--- src/logic/nva_pkg.sv ---
// Constants for the nonvolatile byte store access logic.
// Assumes one 25 MHz clock; each bus write stands for one CPU instruction cycle.
//
// Function
// - 128 bytes, locations 0 to 127
// - Byte write erases, then programs
// - Internal timer sets write time; hardware signals completion
// - Protection blocks programmer, not CPU
// - Location bit 7 ignored for addressing
// - Control bits 7-4 read zero
// - Strobes set-only; hardware clears them
// - Read strobe completes in one cycle
// - Write needs permit bit; permit clear at power-up
// - Abort flag marks interrupted write
// - Warm reset clears data and location
// - Done flag set; software clears it
// - Unlock port unstored, reads zero
// - Write strobe high while writing
// - Exact 55h, AAh, strobe sequence starts write
// - Read data next cycle, held
// - Write strobe needs permit already set
// - Clearing permit never aborts write
package nva_pkg;
    // ****************************************
    // Register map
    // ****************************************
    localparam logic [7:0] NVA_IRQ_FLAGS_ADDR = 8'h0c;
    localparam logic [7:0] NVA_IRQ_EN_ADDR    = 8'h8c;
    localparam logic [7:0] NVA_DATA_ADDR      = 8'h9a;
    localparam logic [7:0] NVA_LOC_ADDR       = 8'h9b;
    localparam logic [7:0] NVA_CTL_ADDR       = 8'h9c;
    localparam logic [7:0] NVA_UNLOCK_ADDR    = 8'h9d;

    // ****************************************
    // Field positions and reset values
    // ****************************************
    localparam int         NVA_DONE_BIT   = 7;
    localparam int         NVA_RD_BIT     = 0;
    localparam int         NVA_WR_BIT     = 1;
    localparam int         NVA_PERMIT_BIT = 2;
    localparam int         NVA_ABORT_BIT  = 3;
    localparam logic [7:0] NVA_REG_RESET  = 8'h00;
    localparam logic [7:0] NVA_ERASED     = 8'hff;
    localparam int         NVA_DEPTH      = 128;
    localparam int         NVA_AW         = 7;

    // ****************************************
    // Unlock sequence
    // ****************************************
    localparam logic [7:0] NVA_KEY_FIRST  = 8'h55;
    localparam logic [7:0] NVA_KEY_SECOND = 8'haa;
    localparam logic [1:0] NVA_GAP_KEYS   = 2'h2;

    typedef enum logic [2:0] {
        NVA_UNL_IDLE  = 3'b001,
        NVA_UNL_GOT1  = 3'b010,
        NVA_UNL_GOT2  = 3'b100
    } nva_unlock_t;

    // ****************************************
    // Timing
    // ****************************************
    localparam int unsigned NVA_CLK_MHZ       = 25;
    localparam int unsigned NVA_STORE_TIME_US = 5000;
endpackage
--- src/logic/nva_access_ctrl.sv ---
// Register-side control for the nonvolatile byte store.
// Assumes one bus write per instruction cycle; warm reset inputs are one-cycle pulses.
module nva_access_ctrl #(
    parameter int unsigned STORE_CYCLES = nva_pkg::NVA_STORE_TIME_US * nva_pkg::NVA_CLK_MHZ
) (
    input  wire logic       i_sys_clk,
    input  wire logic       i_resetn,
    input  wire logic [7:0] i_sfr_addr,
    input  wire logic       i_sfr_wr,
    input  wire logic [7:0] i_sfr_wdata,
    input  wire logic       i_sfr_rd,
    output logic      [7:0] o_sfr_rdata,
    input  wire logic       i_master_clear,
    input  wire logic       i_dog_timeout,
    input  wire logic       i_sleeping,
    input  wire logic       i_brownout_detect,
    input  wire logic       i_code_protect,
    input  wire logic       i_prog_rd,
    input  wire logic       i_prog_wr,
    input  wire logic [6:0] i_prog_addr,
    input  wire logic [7:0] i_prog_wdata,
    output logic      [7:0] o_prog_rdata,
    output logic            o_store_busy
);
    import nva_pkg::*;

    // ****************************************
    // State
    // ****************************************
    logic        done_flag_q, done_flag_d;
    logic        done_en_q, done_en_d;
    logic [7:0]  data_q, data_d;
    logic [7:0]  loc_q, loc_d;
    logic        rd_q, rd_d, wr_q, wr_d, permit_q, permit_d, abort_q, abort_d;
    nva_unlock_t unl_q, unl_d;
    logic [1:0]  gap_q, gap_d;
    logic [7:0]  rdata_q, rdata_d, prdata_q, prdata_d;

    logic        warm, wr_unl, wr_ctl, wr_start, st_done, st_busy;
    logic [7:0]  st_rdata, pr_data;
    logic [6:0]  rd_addr;

    function automatic logic hit(input logic [7:0] a, input logic [7:0] r);
        hit = (a == r);
    endfunction

    // Dog timeout while asleep is a wake-up, not a reset
    assign warm     = i_master_clear | i_brownout_detect | (i_dog_timeout & ~i_sleeping);
    assign wr_unl   = i_sfr_wr && hit(i_sfr_addr, NVA_UNLOCK_ADDR);
    assign wr_ctl   = i_sfr_wr && hit(i_sfr_addr, NVA_CTL_ADDR);
    assign wr_start = !warm && wr_ctl && i_sfr_wdata[NVA_WR_BIT] && permit_q
                      && unl_q == NVA_UNL_GOT2 && !wr_q;
    // Programmer shares the read mux when it reads, even under protection; its read data is masked later
    assign rd_addr  = i_prog_rd ? i_prog_addr : loc_q[6:0];

    // ****************************************
    // Unlock sequence
    // ****************************************
    always_comb begin
        unl_d = unl_q;
        gap_d = gap_q + 2'h1;
        case (unl_q)
            NVA_UNL_IDLE: begin
                gap_d = 2'h0;
                if (wr_unl && i_sfr_wdata == NVA_KEY_FIRST) begin
                    unl_d = NVA_UNL_GOT1;
                end
            end
            NVA_UNL_GOT1: begin
                if (gap_q == NVA_GAP_KEYS - 2'h1) begin
                    unl_d = (wr_unl && i_sfr_wdata == NVA_KEY_SECOND)
                            ? NVA_UNL_GOT2 : NVA_UNL_IDLE;
                end else if (wr_unl) begin
                    unl_d = NVA_UNL_IDLE;
                end
            end
            NVA_UNL_GOT2: begin
                // Strobe must come on the very next cycle, else the key is lost
                unl_d = NVA_UNL_IDLE;
            end
            default: unl_d = NVA_UNL_IDLE;
        endcase
        if (warm) begin
            unl_d = NVA_UNL_IDLE;
        end
    end

    always_ff @(posedge i_sys_clk or negedge i_resetn) begin
        if (!i_resetn) begin
            unl_q <= NVA_UNL_IDLE;
            gap_q <= 2'h0;
        end else begin
            unl_q <= unl_d;
            gap_q <= gap_d;
        end
    end

    // ****************************************
    // Registers
    // ****************************************
    always_comb begin
        done_flag_d = done_flag_q;
        done_en_d   = done_en_q;
        data_d      = data_q;
        loc_d       = loc_q;
        rd_d        = 1'b0;
        wr_d        = wr_q;
        permit_d    = permit_q;
        abort_d     = abort_q;
        if (i_sfr_wr) begin
            if (hit(i_sfr_addr, NVA_IRQ_FLAGS_ADDR)) begin
                done_flag_d = i_sfr_wdata[NVA_DONE_BIT];
            end
            if (hit(i_sfr_addr, NVA_IRQ_EN_ADDR)) begin
                done_en_d = i_sfr_wdata[NVA_DONE_BIT];
            end
            if (hit(i_sfr_addr, NVA_DATA_ADDR)) begin
                data_d = i_sfr_wdata;
            end
            if (hit(i_sfr_addr, NVA_LOC_ADDR)) begin
                loc_d = i_sfr_wdata;
            end
            if (wr_ctl) begin
                permit_d = i_sfr_wdata[NVA_PERMIT_BIT];
                abort_d  = i_sfr_wdata[NVA_ABORT_BIT];
                rd_d     = i_sfr_wdata[NVA_RD_BIT];
            end
        end
        if (rd_q) begin
            data_d = st_rdata;
        end
        if (wr_start) begin
            wr_d = 1'b1;
        end
        if (st_done) begin
            wr_d        = 1'b0;
            done_flag_d = 1'b1;
            abort_d     = 1'b0;
        end
        if (warm) begin
            if (wr_q) begin
                abort_d = 1'b1;
            end
            done_flag_d = NVA_REG_RESET[NVA_DONE_BIT];
            done_en_d   = NVA_REG_RESET[NVA_DONE_BIT];
            data_d      = NVA_REG_RESET;
            loc_d       = NVA_REG_RESET;
            rd_d        = 1'b0;
            wr_d        = 1'b0;
            permit_d    = 1'b0;
        end
    end

    always_ff @(posedge i_sys_clk or negedge i_resetn) begin
        if (!i_resetn) begin
            done_flag_q <= 1'b0;
            done_en_q   <= 1'b0;
            data_q      <= NVA_REG_RESET;
            loc_q       <= NVA_REG_RESET;
            rd_q        <= 1'b0;
            wr_q        <= 1'b0;
            permit_q    <= 1'b0;
            abort_q     <= 1'b0;
        end else begin
            done_flag_q <= done_flag_d;
            done_en_q   <= done_en_d;
            data_q      <= data_d;
            loc_q       <= loc_d;
            rd_q        <= rd_d;
            wr_q        <= wr_d;
            permit_q    <= permit_d;
            abort_q     <= abort_d;
        end
    end

    // ****************************************
    // Read back
    // ****************************************
    always_comb begin
        rdata_d  = rdata_q;
        prdata_d = prdata_q;
        if (i_sfr_rd) begin
            case (i_sfr_addr)
                NVA_IRQ_FLAGS_ADDR: rdata_d = {done_flag_q, 7'h00};
                NVA_IRQ_EN_ADDR:    rdata_d = {done_en_q, 7'h00};
                NVA_DATA_ADDR:      rdata_d = data_q;
                NVA_LOC_ADDR:       rdata_d = loc_q;
                NVA_CTL_ADDR:       rdata_d = {4'h0, abort_q, permit_q, wr_q, rd_q};
                NVA_UNLOCK_ADDR:    rdata_d = 8'h00;
                default:            rdata_d = 8'h00;
            endcase
        end
        if (i_prog_rd) begin
            prdata_d = i_code_protect ? 8'h00 : st_rdata;
        end
    end

    always_ff @(posedge i_sys_clk or negedge i_resetn) begin
        if (!i_resetn) begin
            rdata_q  <= 8'h00;
            prdata_q <= 8'h00;
        end else begin
            rdata_q  <= rdata_d;
            prdata_q <= prdata_d;
        end
    end

    assign o_sfr_rdata  = rdata_q;
    assign o_prog_rdata = prdata_q;
    assign o_store_busy = wr_q;
    assign pr_data      = i_prog_wdata;

    // ****************************************
    // Store
    // ****************************************
    // Permit only gates the start, so clearing it later cannot cut a write short
    nva_byte_store #(
        .STORE_CYCLES (STORE_CYCLES)
    ) u_store (
        .i_sys_clk   (i_sys_clk),
        .i_resetn    (i_resetn),
        .i_start     (wr_start),
        .i_abort     (warm),
        .i_wr_addr   (loc_q[6:0]),
        .i_wr_data   (data_q),
        .i_rd_addr   (rd_addr),
        .o_rd_data   (st_rdata),
        .i_prog_wr   (i_prog_wr && !i_code_protect),
        .i_prog_addr (i_prog_addr),
        .i_prog_data (pr_data),
        .o_busy      (st_busy),
        .o_done      (st_done)
    );
endmodule

--- src/logic/nva_byte_store.sv ---
// Byte store: flip-flop array with timed erase-then-program write.
// Assumes start is a pulse only when idle; abort cancels a write in flight.
module nva_byte_store #(
    parameter int unsigned STORE_CYCLES = 125000
) (
    input  wire logic                      i_sys_clk,
    input  wire logic                      i_resetn,
    input  wire logic                      i_start,
    input  wire logic                      i_abort,
    input  wire logic [nva_pkg::NVA_AW-1:0] i_wr_addr,
    input  wire logic [7:0]                i_wr_data,
    input  wire logic [nva_pkg::NVA_AW-1:0] i_rd_addr,
    output logic      [7:0]                o_rd_data,
    input  wire logic                      i_prog_wr,
    input  wire logic [nva_pkg::NVA_AW-1:0] i_prog_addr,
    input  wire logic [7:0]                i_prog_data,
    output logic                           o_busy,
    output logic                           o_done
);
    import nva_pkg::*;

    localparam logic [31:0] HALF = 32'(STORE_CYCLES / 2);

    // No reset on the array: contents survive every reset
    logic [7:0]        mem [NVA_DEPTH];
    logic              busy_q, busy_d, prog_q, prog_d, done_d;
    logic [31:0]       cnt_q, cnt_d;
    logic [NVA_AW-1:0] addr_q, addr_d;
    logic [7:0]        data_q, data_d;
    logic              mem_we;
    logic [NVA_AW-1:0] mem_a;
    logic [7:0]        mem_v;

    always_comb begin
        busy_d = busy_q;
        prog_d = prog_q;
        done_d = 1'b0;
        cnt_d  = cnt_q;
        addr_d = addr_q;
        data_d = data_q;
        mem_we = 1'b0;
        mem_a  = addr_q;
        mem_v  = data_q;
        if (i_abort) begin
            busy_d = 1'b0;
            prog_d = 1'b0;
        end else if (i_start && !busy_q) begin
            busy_d = 1'b1;
            prog_d = 1'b0;
            cnt_d  = 32'h0;
            addr_d = i_wr_addr;
            data_d = i_wr_data;
        end else if (busy_q) begin
            if (cnt_q == HALF - 32'h1) begin
                cnt_d  = 32'h0;
                mem_we = 1'b1;
                if (!prog_q) begin
                    mem_v  = NVA_ERASED;
                    prog_d = 1'b1;
                end else begin
                    busy_d = 1'b0;
                    prog_d = 1'b0;
                    done_d = 1'b1;
                end
            end else begin
                cnt_d = cnt_q + 32'h1;
            end
        end else if (i_prog_wr) begin
            mem_we = 1'b1;
            mem_a  = i_prog_addr;
            mem_v  = i_prog_data;
        end
    end

    always_ff @(posedge i_sys_clk or negedge i_resetn) begin
        if (!i_resetn) begin
            busy_q <= 1'b0;
            prog_q <= 1'b0;
            cnt_q  <= 32'h0;
            addr_q <= '0;
            data_q <= 8'h00;
        end else begin
            busy_q <= busy_d;
            prog_q <= prog_d;
            cnt_q  <= cnt_d;
            addr_q <= addr_d;
            data_q <= data_d;
        end
    end

    always_ff @(posedge i_sys_clk) begin
        if (mem_we) begin
            mem[mem_a] <= mem_v;
        end
    end

    assign o_rd_data = mem[i_rd_addr];
    assign o_busy    = busy_q;
    // Completion is combinational so the write strobe drops together with busy
    assign o_done    = done_d;
endmodule

--- config.mk ---
export PLATFORM = sky130hd
export DESIGN_NAME = nva_access_ctrl
export DESIGN_NICKNAME = d
export VERILOG_FILES = /design/src/logic/nva_pkg.sv /design/src/logic/nva_access_ctrl.sv /design/src/logic/nva_byte_store.sv
export SDC_FILE = /design/constraint.sdc
export NUM_CORES = 2
export LEC_CHECK = 0
export BUFFER_PORTS_ARGS = -buffer_cell sky130_fd_sc_hd__buf_2
export CAP_MARGIN = 20
export CELL_PAD_IN_SITES_DETAIL_PLACEMENT = 2
export CELL_PAD_IN_SITES_GLOBAL_PLACEMENT = 2
export CORE_MARGIN = 2
export CORE_UTILIZATION = 42
export CTS_CLUSTER_DIAMETER = 60
export DETAILED_ROUTE_END_ITERATION = 16
export PLACE_DENSITY_LB_ADDON = 0.05
export SYNTH_ARGS = -nofsm -noshare
export SYNTH_HDL_FRONTEND = slang
export SYNTH_SLANG_ARGS = --single-unit
--- constraint.sdc ---
create_clock -name i_sys_clk -period 3.9 [get_ports i_sys_clk]
set_clock_uncertainty 0.05 [all_clocks]
set_input_delay 0.195 -clock i_sys_clk [delete_from_list [all_inputs] [get_ports i_sys_clk]]
set_output_delay 0.195 -clock i_sys_clk [all_outputs]
set_load 0.05 [all_outputs]
==> flow_summary_export.csv <==
group,metric,value,unit
outcome,status,"completed",
sta,finalCritPeriodShare,94.0,%
clock_tree,cts_max_level,4,
clock_tree,cts_buffer_depth,3,
logic_synthesis,synth-edff-count,1024,
finish,drive_above_1_share,19.9,%
flow_run,drv_cap,0,
hold_path,hold_class,"in2reg",
power_and_ir_drop,internal_power,20300,µW
detailed_routing,antenna_left,0,
global_route,first_global_vias,31100,
worst_setup_path,crit_type,"reg2reg",
detailed_routing,wl_per_cell,31.7,µm
logic_synthesis,ys_warn_count,0,
placed_design,place_congestion,0.815,
sta,tightest_slew,1080,ps
logic_synthesis,netlist_area,0.0450,mm²
clock_tree,clk_pin_slew,60,ps
sta,fmax,273,MHz
floorplan,die_x,331,µm
sta,timing_hold_violations_final,0,
placed_design,io_buffers,58,
clock_tree,cts_root_buffer,"clkbuf_16",
logic_synthesis,ys_seq_area_share,73.4,%
sta,final-setup-viol-count,0,
sta,rsz0062_at_grt,"no",
power_and_ir_drop,powerDensity,492,mW/mm²
floorplan,io_pins,59,
floorplan,core-area,0.107,mm²
finish,layout_common_cells,"edfxtp_1 (1,024), nand2_1 (533), nand3_1 (223), buf_4 (223), nor2_1 (221)",
power_and_ir_drop,leakage,0.0186,µW
finish,final_common_cell,"edfxtp_1",
finish,final_cell_area,0.0533,mm²
power_and_ir_drop,p_seq_share,49.6,%
global_route,grt_pass1_wl,223000,µm
finish,syn_to_final_growth,18.3,%
logic_synthesis,synth-seq-cells,1116,
clock_tree,clock_latency,750,ps
clock_tree,cts-buffers-inserted,131,
detailed_routing,drc,0,
worst_setup_path,required,4220,ps
logic_synthesis,synthFlopType,"edfxtp_1",
power_and_ir_drop,p_comb_share,5.0,%
floorplan,std_cell_rows,120,
sta,maxSlewHeadroom,28.1,%
finish,ff_latch_area,0.0331,mm²
sta,slew_violations,0,
logic_synthesis,synth_cell_types,64,
finish,multi_input_area,0.0113,mm²
clock_tree,cts_tree,"yes",
worst_setup_path,crit_fanout,13,
logic_synthesis,syn_nets,3008,
power_and_ir_drop,peakVddDrop,0.000396,V
global_route,gr-total-overflow,0,
placed_design,dpl_cell_area,0.0488,mm²
power_and_ir_drop,switching_share,22.5,%
power_and_ir_drop,p_sw,5900,µW
floorplan,fp.dieH,331,µm
global_route,antenna_found_initial,0,
detailed_routing,via_per_inst,5.93,
detailed_routing,first_iter_violations,2482,
logic_synthesis,synth.top_cell.area_share,68.3,%
floorplan,fp.dieArea,0.110,mm²
clock_tree,cts_sinks,1116,
finish,final_nets,3326,
detailed_routing,dr_total_vias,28400,
placed_design,place_hpwl,96300,µm
global_route,track_usage,27.7,%
logic_synthesis,yosysTopAreaCell,"edfxtp_1",
global_route,grt_start_max_net_pins,97,
logic_synthesis,syn_area_per_cell,15.2,µm²
detailed_routing,dr.pass1.iters,5,
worst_setup_path,worstPathArrival,3980,ps
detailed_routing,drt_wl_total,151000,µm
finish,fillCellCount,9747,
sta,period_needed,3660,ps
finish,antennaDiodeCount,0,
clock_tree,post_cts_buffers,0,
sta,tns,0,ps
logic_synthesis,synthCells,2964,
worst_setup_path,startpoint_type,"flop",
logic_synthesis,synthArstFlopShare,8.24,%
worst_setup_path,end_kind,"flop",
floorplan,start_util,42.2,%
logic_synthesis,yosys-top-cells-area,"edfxtp_1 (68%), mux4_2 (6.0%), dfrtp_1 (5.1%)",
power_and_ir_drop,clockPowerShare,45.4,%
==> flip-flops by register name, indices dropped and copies added (netlist names) <==
| name | count |
|---|---|
| u_store.prog_q | 1 |
| permit_q | 1 |
| done_flag_q | 1 |
| gap_q | 2 |
| u_store.cnt_q | 32 |
| rd_q | 1 |
| loc_q | 8 |
| u_store.mem | 1024 |
| data_q | 8 |
| o_prog_rdata | 8 |
| o_sfr_rdata | 8 |
| u_store.o_busy | 1 |
| o_store_busy | 1 |
| u_store.addr_q | 7 |
| u_store.data_q | 8 |
| done_en_q | 1 |
| unl_q | 3 |
| abort_q | 1 |
==> synth_stat cells (3+ instances only) <==
cell,count
nor2_1,226
nand2b_1,17
nand4_1,18
mux4_2,120
nand2_1,533
a21oi_1,43
nor3_1,13
o211ai_1,17
nand3b_1,5
or3_1,6
a32o_1,6
buf_4,16
o22ai_1,4
nor3b_1,4
buf_2,49
nor2b_1,12
xnor2_1,8
o31ai_1,14
mux2_2,24
clkbuf_1,78
a32oi_1,18
nand3_1,223
xor2_1,15
buf_6,11
nor4_1,13
a31oi_1,42
a221o_1,11
o221a_2,7
o21ai_0,32
mux2i_1,79
o22a_1,8
edfxtp_1,1024
inv_1,20
dfrtp_1,91
a311oi_1,4
and3_1,25
nand4bb_1,3
o2111ai_1,67
a41oi_1,5
a221oi_1,11
nor4b_1,4
buf_1,9
==> worst max-delay path, cell delays in order (launching register included) <==
cell and delay, ps:
dfrtp_1 410, ha_1 240, nand2b_1 120, or3_1 320, nor4_1 400, buf_4 210, a21oi_1 70, nor2_1 320
buf_4 230, nand2b_1 100, buf_12 200, nor2_1 630
==> final timing paths <==
kind / start / endpoint / slack (ps) / cells after the start
min: i_prog_wdata[0] / u_store.mem[99][0] / 40 / 2
min reg2reg: gap_q[0] / gap_q[0] / 420 / 1
max in group asynchronous: i_resetn / loc_q[4] / 2530 / 5
min in group asynchronous: i_resetn / u_store.cnt_q[28] / 340 / 3
max reg2reg: u_store.cnt_q[0] / u_store.mem[32][2] / 240 / 11
max: u_store.cnt_q[0] / u_store.mem[32][2] / 240 / 11
==> area by class of cell <==
type / count / area share, %
multi-input combinational: 1663 / 21.1
clock buffer: 167 / 6.59
sequential: 1116 / 62.0
clock inverter: 65 / 1.13
inverter: 20 / 0.141
tap: 1403 / 3.29
timing repair buffer: 350 / 5.69
==> power by group through the flow <==
| stage | registers (µW) | clock network (µW) | logic (µW) |
|---|---|---|---|
| after floorplan | 13300 | 0 | 647 |
| after global placement | 13200 | 0 | 1260 |
| after detailed placement | 13200 | 0 | 1300 |
| after CTS | 13000 | 12100 | 1330 |
| after global routing | 13000 | 12500 | 1400 |
| final | 13000 | 11900 | 1320 |
==> through the flow <==
step / cells / hold slack (ps) / util [%] / setup WS, ps / total power, µW
after floorplan: 2964 / -151 / - / 502 / 13900
after global placement: 4518 / 372 / 45.7 / 297 / 14500
final: 4784 / 37.0 / 49.9 / 236 / 26200
after global routing: 4784 / 23.4 / 49.9 / 76.0 / 26900
after CTS: 4781 / 0.122 / 49.9 / 151 / 26400
after detailed placement: 4518 / 396 / 45.7 / 182 / 14500
==> kinds of logic after synthesis <==
logic type      synth area share, %
mux                            8.39
simple gates                   10.8
buf+inv                        2.02
flops                          73.4
fa+ha+maj                    0.0556
xor+xnor                      0.447
compound gates                 4.91
==> routing by layer <==
layer  part of all wire, %  track usage (%)  vias to the layer above
met1                    43             37.7                    15300
met2                    50             47.1                      774
met4                   2.6             7.90                        0
li1                      -                -                    12000
met5                     0                0                        -
met3                   4.2             3.37                      237
==> timing repair <==
item                                    4_1_cts  5_1_grt
endpoints found under the hold margin       125       10
gates resized for setup                       0        3
hold buffers                                 31        1
endpoints found under the setup margin        0       16
No activity file was read; power rests on OpenSTA's default activity.
